--- src/fpec_pkg.sv ---
`default_nettype none
package fpec_pkg;
    // byte addresses of the two control registers on the cpu bus
    localparam logic [15:0] FPEC_ADDR_ONE = 16'hff80;
    localparam logic [15:0] FPEC_ADDR_TWO = 16'hff81;
    // field positions in flash_mode_control_one
    localparam int FPEC_HW_ALLOW_BIT = 7;
    localparam int FPEC_SW_ALLOW_BIT = 6;
    localparam int FPEC_BLANK_CHECK_BIT = 3;
    localparam int FPEC_WRITE_CHECK_BIT = 2;
    localparam int FPEC_ERASE_GO_BIT = 1;
    localparam int FPEC_PROGRAM_GO_BIT = 0;
    // field positions in flash_mode_control_two
    localparam int FPEC_OP_FAULT_BIT = 7;
    localparam int FPEC_BLANK_ARM_BIT = 1;
    localparam int FPEC_BURN_ARM_BIT = 0;
    // reset value of the held write data and of the read data
    localparam logic [7:0] FPEC_RESET_BYTE = 8'h00;
    // a bus transfer takes two states
    typedef enum logic [1:0] {
        st_idle = 2'b01,
        st_second = 2'b10
    } fpec_state_type;
endpackage : fpec_pkg
`default_nettype wire

--- src/fpec_sync.sv ---
`default_nettype none
// two-flop synchroniser for a level that arrives from a pin
module fpec_sync
(
    input wire logic sys_clk,
    input wire logic srst,
    input wire logic pin_in,
    output logic level_out
);
    logic meta_reg; // first stage, read only by the second
    logic meta_next;
    logic level_reg; // second stage, safe to use
    logic level_next;

    // next values: plain shift
    always_comb
    begin
        meta_next = pin_in;
        level_next = meta_reg;
    end

    // registers; a reset reads the pin as low until it has passed both stages
    always_ff @(posedge sys_clk)
    begin
        if (srst)
        begin
            meta_reg <= 1'b0;
            level_reg <= 1'b0;
        end
        else
        begin
            meta_reg <= meta_next;
            level_reg <= level_next;
        end
    end

    assign level_out = level_reg;
endmodule : fpec_sync
`default_nettype wire

--- src/fpec_core.sv ---
// How it works
// bit 7 mirrors the hardware allow pin
// register one reinitialised on reset and standby
// sw allow writable only with hw allow
// check bits writable only with both allows
// erase go needs both allows and blank arm
// program go needs both allows and burn arm
// software: allow, then burn arm, then go
// software: allow, then blank arm, then go
// check modes follow their check bits
// bits 5 and 4 read zero
// register two resets zero, bits 6-2 zero
// arm bits cleared in standby and protect
// fault flag sticky, cleared only by reset
// arm bits settable only with both allows
// software: one mode bit per write
// software: set sw allow before others
// software: arm watchdog before go bits
// program go written 1 enters, 0 leaves; a 0 is refused while burn arm is clear
// deselected registers ignore bus, keep contents
// byte access only, two bus states
// refused bit keeps value, others still gated
`default_nettype none
module fpec_core
    import fpec_pkg::*;
(
    input wire logic sys_clk,
    input wire logic srst,
    input wire logic hw_write_allow_pin,
    input wire logic ctrl_reg_select,
    input wire logic standby,
    input wire logic op_fail,
    input wire logic bus_req,
    input wire logic bus_write,
    input wire logic bus_byte,
    input wire logic [15:0] bus_addr,
    input wire logic [7:0] bus_wdata,
    output logic bus_ack,
    output logic [7:0] bus_rdata,
    output logic program_mode,
    output logic erase_mode,
    output logic write_check_mode,
    output logic blank_check_mode,
    output logic error_protect
);
    logic hw_sync; // hardware allow after two flops
    fpec_state_type state_reg, state_next; // bus transfer phase
    logic [15:0] addr_reg, addr_next; // address held for the second state
    logic [7:0] wdata_reg, wdata_next; // write data held likewise
    logic write_reg, write_next;
    logic byte_reg, byte_next;
    logic sw_reg, sw_next; // sw_write_allow
    logic bcheck_reg, bcheck_next; // blank_check
    logic wcheck_reg, wcheck_next; // write_check
    logic ego_reg, ego_next; // erase go
    logic pgo_reg, pgo_next; // program go
    logic barm_reg, barm_next; // blank_arm
    logic parm_reg, parm_next; // burn_arm
    logic fault_reg, fault_next; // op_fault
    logic [7:0] rdata_reg, rdata_next;
    logic hit; // valid access in its second state
    logic wr_one;
    logic wr_two;
    logic allow_both;
    logic [7:0] one_view;
    logic [7:0] two_view;

    // the pin is asynchronous to sys_clk
    fpec_sync u_fpec_sync
    (
        .sys_clk(sys_clk),
        .srst(srst),
        .pin_in(hw_write_allow_pin),
        .level_out(hw_sync)
    );

    // decode in the second state; wrong widths or deselection do nothing
    always_comb
    begin
        hit = (state_reg == st_second) && byte_reg && ctrl_reg_select;
        wr_one = hit && write_reg && (addr_reg == FPEC_ADDR_ONE);
        wr_two = hit && write_reg && (addr_reg == FPEC_ADDR_TWO);
        allow_both = hw_sync && sw_reg;
        one_view = {hw_sync, sw_reg, 2'b00, bcheck_reg, wcheck_reg, ego_reg, pgo_reg};
        two_view = {fault_reg, 5'b00000, barm_reg, parm_reg};
    end

    // bus phase: a request is taken in idle, answered in the second state
    always_comb
    begin
        state_next = state_reg;
        addr_next = addr_reg;
        wdata_next = wdata_reg;
        write_next = write_reg;
        byte_next = byte_reg;
        rdata_next = rdata_reg;
        case (state_reg)
            st_idle:
            begin
                if (bus_req)
                begin
                    state_next = st_second;
                    addr_next = bus_addr;
                    wdata_next = bus_wdata;
                    write_next = bus_write;
                    byte_next = bus_byte;
                end
            end
            st_second:
            begin
                state_next = st_idle;
                // deselected or unmapped reads return zero
                rdata_next = FPEC_RESET_BYTE;
                if (hit && !write_reg && addr_reg == FPEC_ADDR_ONE)
                begin
                    rdata_next = one_view;
                end
                else if (hit && !write_reg && addr_reg == FPEC_ADDR_TWO)
                begin
                    rdata_next = two_view;
                end
            end
            default:
            begin
                state_next = st_idle;
            end
        endcase
    end

    // control bits: gated writes, then forced clears, which take priority
    always_comb
    begin
        sw_next = sw_reg;
        bcheck_next = bcheck_reg;
        wcheck_next = wcheck_reg;
        ego_next = ego_reg;
        pgo_next = pgo_reg;
        barm_next = barm_reg;
        parm_next = parm_reg;
        // a failure report is sticky; nothing but reset clears it
        fault_next = fault_reg || op_fail;
        if (wr_one)
        begin
            // each bit checks its own condition; a refused one holds
            if (hw_sync)
            begin
                sw_next = wdata_reg[FPEC_SW_ALLOW_BIT];
            end
            if (allow_both)
            begin
                bcheck_next = wdata_reg[FPEC_BLANK_CHECK_BIT];
                wcheck_next = wdata_reg[FPEC_WRITE_CHECK_BIT];
            end
            if (allow_both && barm_reg)
            begin
                ego_next = wdata_reg[FPEC_ERASE_GO_BIT];
            end
            if (allow_both && parm_reg)
            begin
                pgo_next = wdata_reg[FPEC_PROGRAM_GO_BIT];
            end
        end
        if (wr_two && allow_both)
        begin
            barm_next = wdata_reg[FPEC_BLANK_ARM_BIT];
            parm_next = wdata_reg[FPEC_BURN_ARM_BIT];
        end
        // software protect: without sw allow nothing can stay armed
        if (!sw_reg)
        begin
            barm_next = 1'b0;
            parm_next = 1'b0;
            ego_next = 1'b0;
            pgo_next = 1'b0;
        end
        // error protect stops program and erase in flight; the check bits keep their values
        if (fault_reg)
        begin
            ego_next = 1'b0;
            pgo_next = 1'b0;
        end
        // standby reinitialises, hardware protect drops all enables
        if (standby || !hw_sync)
        begin
            sw_next = 1'b0;
            bcheck_next = 1'b0;
            wcheck_next = 1'b0;
            ego_next = 1'b0;
            pgo_next = 1'b0;
            barm_next = 1'b0;
            parm_next = 1'b0;
        end
    end

    // registers only
    always_ff @(posedge sys_clk)
    begin
        if (srst)
        begin
            state_reg <= st_idle;
            addr_reg <= 16'h0000;
            wdata_reg <= FPEC_RESET_BYTE;
            write_reg <= 1'b0;
            byte_reg <= 1'b0;
            sw_reg <= 1'b0;
            bcheck_reg <= 1'b0;
            wcheck_reg <= 1'b0;
            ego_reg <= 1'b0;
            pgo_reg <= 1'b0;
            barm_reg <= 1'b0;
            parm_reg <= 1'b0;
            fault_reg <= 1'b0;
            rdata_reg <= FPEC_RESET_BYTE;
        end
        else
        begin
            state_reg <= state_next;
            addr_reg <= addr_next;
            wdata_reg <= wdata_next;
            write_reg <= write_next;
            byte_reg <= byte_next;
            sw_reg <= sw_next;
            bcheck_reg <= bcheck_next;
            wcheck_reg <= wcheck_next;
            ego_reg <= ego_next;
            pgo_reg <= pgo_next;
            barm_reg <= barm_next;
            parm_reg <= parm_next;
            fault_reg <= fault_next;
            rdata_reg <= rdata_next;
        end
    end

    // ack is combinational from the phase; data and modes from flops
    assign bus_ack = (state_reg == st_second);
    assign bus_rdata = rdata_reg;
    assign program_mode = pgo_reg;
    assign erase_mode = ego_reg;
    assign write_check_mode = wcheck_reg;
    assign blank_check_mode = bcheck_reg;
    assign error_protect = fault_reg;
endmodule : fpec_core
`default_nettype wire

--- config.mk ---
export PLATFORM = sky130hd
export DESIGN_NAME = fpec_core
export DESIGN_NICKNAME = d
export VERILOG_FILES = /design/src/fpec_pkg.sv /design/src/fpec_sync.sv /design/src/fpec_core.sv
export SDC_FILE = /design/constraint.sdc
export NUM_CORES = 1
export LEC_CHECK = 0
export BUFFER_PORTS_ARGS = -buffer_cell sky130_fd_sc_hd__buf_2
export CAP_MARGIN = 20
export CORE_UTILIZATION = 40
export CTS_CLUSTER_DIAMETER = 100
export DETAILED_ROUTE_END_ITERATION = 16
export PLACE_DENSITY = 0.71
export SLEW_MARGIN = 0
export SYNTH_ARGS = -nofsm -noshare
export SYNTH_HDL_FRONTEND = slang
export SYNTH_SLANG_ARGS = --single-unit
--- constraint.sdc ---
create_clock -name sys_clk -period 1.35 [get_ports sys_clk]
set_input_delay 0.0675 -clock sys_clk [delete_from_list [all_inputs] [get_ports sys_clk]]
set_output_delay 0.0675 -clock sys_clk [all_outputs]
set_load 0.01 [all_outputs]
==> results summary <==
The run finished, with violations left. The checks that failed: hold timing, setup timing. The CTS H-tree depth is 2.

The leftover overflow at the end of global routing is 0. The initial utilization of the core area, before any placement, comes to 42.9%. The largest fanout on the critical path is 3. The routed wirelength normalized by instance count came out at 11.7 um.

The floorplan step defined a die boundary enclosing around 0.0043 sq mm. The worst register-to-register path ends at barm_reg$_SDFFE_PP0P_. The number of max-capacitance violations reported is 0. In this run the static leakage power is 0.000922 uW. The setup-violating endpoint count in the final report came out at 1. STA puts the critical path data arrival time at about 1.6 ns. The most critical setup path has its startpoint at addr_reg[3]$_SDFFE_PP0P_. The I/O pin count is 47.

Measured in cells, the most critical reg-to-reg path has a length of 4. The sequential area share after synthesis came out at between 50% and 60%. The routed via count is 1505. The final worst setup slack came out at -0.0257 ns.

The post-synthesis to final-layout area growth is 37.5%. The final routed wirelength across all metal layers is 3.59 mm. Ranked by total cell area, the synthesized netlist is headed by sky130_fd_sc_hd__dfxtp_1 51%, sky130_fd_sc_hd__nand2_1 13%, sky130_fd_sc_hd__a21oi_1 9.0%, sky130_fd_sc_hd__mux2i_1 2.5%, sky130_fd_sc_hd__and4_1 2.2%. The worst vdd rail ir drop is 0.000679 V. In this run, synthesis produced a sequential element count of 41. The clock tree root buffer cell is sky130_fd_sc_hd__clkbuf_8. The detailed placer's ending HPWL is 2.47 mm. The final setup skew came out at 0.00441 ns.

The slowest stage of the critical path is the sky130_fd_sc_hd__o31ai_1 cell. Yosys printed 0 warnings. The worst setup path is of the flop to flop kind. The final worst hold slack came out at -0.00216 ns. The final standard cell area without fillers came out at roughly 0.0022 sq mm. The number of endpoints with negative hold slack in the final report came to 2. The final critical path takes up 102% of the cycle.

The path class of the tightest hold or removal check is input port to flop. The shortest clock period the worst path allows after layout is 1.38 ns. The average cell area after synthesis came out at 8.34 sq um. The floorplan step set the die width to between 60 and 70 um.

Following the worst setup path forward leads to its endpoint at barm_reg$_SDFFE_PP0P_. The startpoint class of the critical path is a flop. The wire length of the first global-routing pass came out at 5.92 mm.

The number of buffers added by the clock tree synthesis step is 5. In the routed design, unresolved DRC markers number 0. The data required time of the critical path is 1.53 ns. The largest single stage delay on the critical path is 0.36 ns. Counting both buffers and inverters, the worst setup path holds a total of 0. The setup slack on the worst flop-to-flop path came out at -0.03 ns.

The number of buffers on the longest clock path came out at 2. Synthesis produced between 150 and 200 cells. The cell family contributing the most delay on the critical path is simple AND/OR/NAND/NOR gates.

The total global-route track usage came out at 18.5%. The endpoint type of the worst setup path is a flop. The final max-slew violation count is 0. The netlist area before placement came out at about 0.0016 sq mm. The initial antenna violation count is 0.

Setup repair after global routing could not meet its margin everywhere. TritonCTS built the clock tree. The number of flip-flops in the largest register is 16. The detailed-router iteration count before antenna repair came out at 4. The via-per-instance ratio came out at 4.90. The clock sink count came out at 41.

The floorplan core area came out at 0.00377 sq mm. The count of inserted antenna diode cells came out at 0. Traced cell by cell, the critical path runs through nor4b_4, nand4_1, o31ai_1, a21oi_2. The initial detailed-routing violation count came out at 56.

Counting buffers and inverters, the worst setup path is 4 cells deep. The dominant cell type by area after synthesis is sky130_fd_sc_hd__dfxtp_1. Timing analysis after detailed placement gives a worst setup slack of -0.105 ns. The highest attainable clock frequency is 727 MHz. The count of nets after finishing came out at 291. The layout cell share with drive strength beyond 1 is 34.4%.

The post-synthesis cell type count is 27. The die is 65.6 um tall. The completed layout was analyzed and its total power is 2410 uW. The placer's final routability congestion estimate came out at ~0.9. The remaining antenna violation count after routing is 0. The worst register-to-register path begins at addr_reg[3]$_SDFFE_PP0P_.

The clock latency of the later-clocked register in the worst-skew pair came out at 0.29 ns. During placement, the flow inserted port buffers numbering 41. The total number of placement rows is 22.

The placed instances occupy a cell area of a little under 0.002 sq mm. Entering global routing, the biggest net connects 31 pins. The number of global-route vias before repair is roughly 1400. The power per unit of standard cell area came out at 1080 mW/mm^2. The clock-pin slew of the registers on the worst-case setup and hold paths is 0.07 ns.

Of the post-synthesis cell area, the dominant cell type holds 50.7%.
## per-layer routing
metal,up-vias,GRT usage (%),wire length (um)
met2,45,29.8,1690
met4,0,11.1,44
li1,789,-,-
met5,-,0,0
met1,666,22.2,1670
met3,5,4.17,175
## cells in the final DEF, fill, tap and decap left out, types with 4 or more instances in the layout
master,n
sky130_fd_sc_hd__nand2_1,55
sky130_fd_sc_hd__buf_2,41
sky130_fd_sc_hd__dfxtp_1,35
sky130_fd_sc_hd__a21oi_1,27
sky130_fd_sc_hd__buf_4,16
sky130_fd_sc_hd__dlygate4sd3_1,11
sky130_fd_sc_hd__nor2_1,9
sky130_fd_sc_hd__clkbuf_8,7
sky130_fd_sc_hd__dfxtp_2,6
sky130_fd_sc_hd__nand4_1,5
sky130_fd_sc_hd__nand3_1,5
sky130_fd_sc_hd__mux2i_1,4
sky130_fd_sc_hd__o21ai_2,4
## tightest hold or removal path, cell delays in order
cell	delay, ns
sky130_fd_sc_hd__buf_2	0.10
sky130_fd_sc_hd__nand2_1	0.05
sky130_fd_sc_hd__a21oi_1	0.05
## worst min-delay path by stage
stage	from	endpoint	slack (ns)	depth (start not counted)
6_report	bus_addr[14]	addr_reg[14]$_SDFFE_PP0P_	-0.002	3
5_1_grt	bus_addr[3]	addr_reg[3]$_SDFFE_PP0P_	0.003	3
4_1_cts	bus_wdata[2]	wdata_reg[2]$_SDFFE_PP0P_	0.0002	3
3_5_place_dp	hw_write_allow_pin	u_fpec_sync.level_next$_SDFF_PP0_	0.28	2
3_3_place_gp	hw_write_allow_pin	u_fpec_sync.level_next$_SDFF_PP0_	0.28	2
2_1_floorplan	op_fail	error_protect$_SDFF_PP0_	0.19	2
## cell type report
type | instances | area [sq um]
multi-input combinational | 140 | 792
tap | 48 | 60.1
fill | 352 | 1550
clock inverter | 1 | 5.00
inverter | 2 | 7.51
sequential | 41 | 828
timing repair buffer | 68 | 435
clock buffer | 7 | 96.3
## power by group
part / switching (uW) / internal (uW)
Combinational: 120 / 125
Clock: 399 / 461
Sequential: 36.4 / 1260
Total: 556 / 1850
## stage by stage
step	TNS, ns	util, %	hold WS (ns)	cells
after floorplan	0	-	0.188	195
after global placement	-0.445	51.3	0.279	287
after detailed placement	-0.799	51.3	0.282	287
after CTS	-0.0902	57.1	0.000198	306
after global routing	-0.301	59.0	0.00315	307
final	-0.0257	59.0	-0.00216	307
## synth_stat cells (all sizes together)
cell     n
nand2   55
dfxtp   41
a21oi   29
nor2     9
buf      7
o21ai    7
nand3    6
nand4    6
and4     5
clkbuf   5
mux2i    4
a22o     3
nor2b    3
inv      2
nor3b    2
o31ai    2
or2      2
and3     1
and4bb   1
conb     1
nor3     1
nor4b    1
or4b     1
## kinds of logic after synthesis
group | count (synthesis) | share of synthesized area (%)
and+or+nand+nor | 93 | 28.4
AOI/OAI and AO/OA | 41 | 13.7
DFF | 41 | 50.7
buffers and inverters | 14 | 4.49
muxes | 4 | 2.47
other | 1 | 0.232
## timing repair
item,4_1_cts,5_1_grt
pin swaps,2,7
hold endpoints to repair,11,0
setup endpoints to repair,13,18
setup buffers,0,1
hold buffers,11,0
gates resized for setup,2,26
Note: power is estimated with default switching activity, not from simulation.
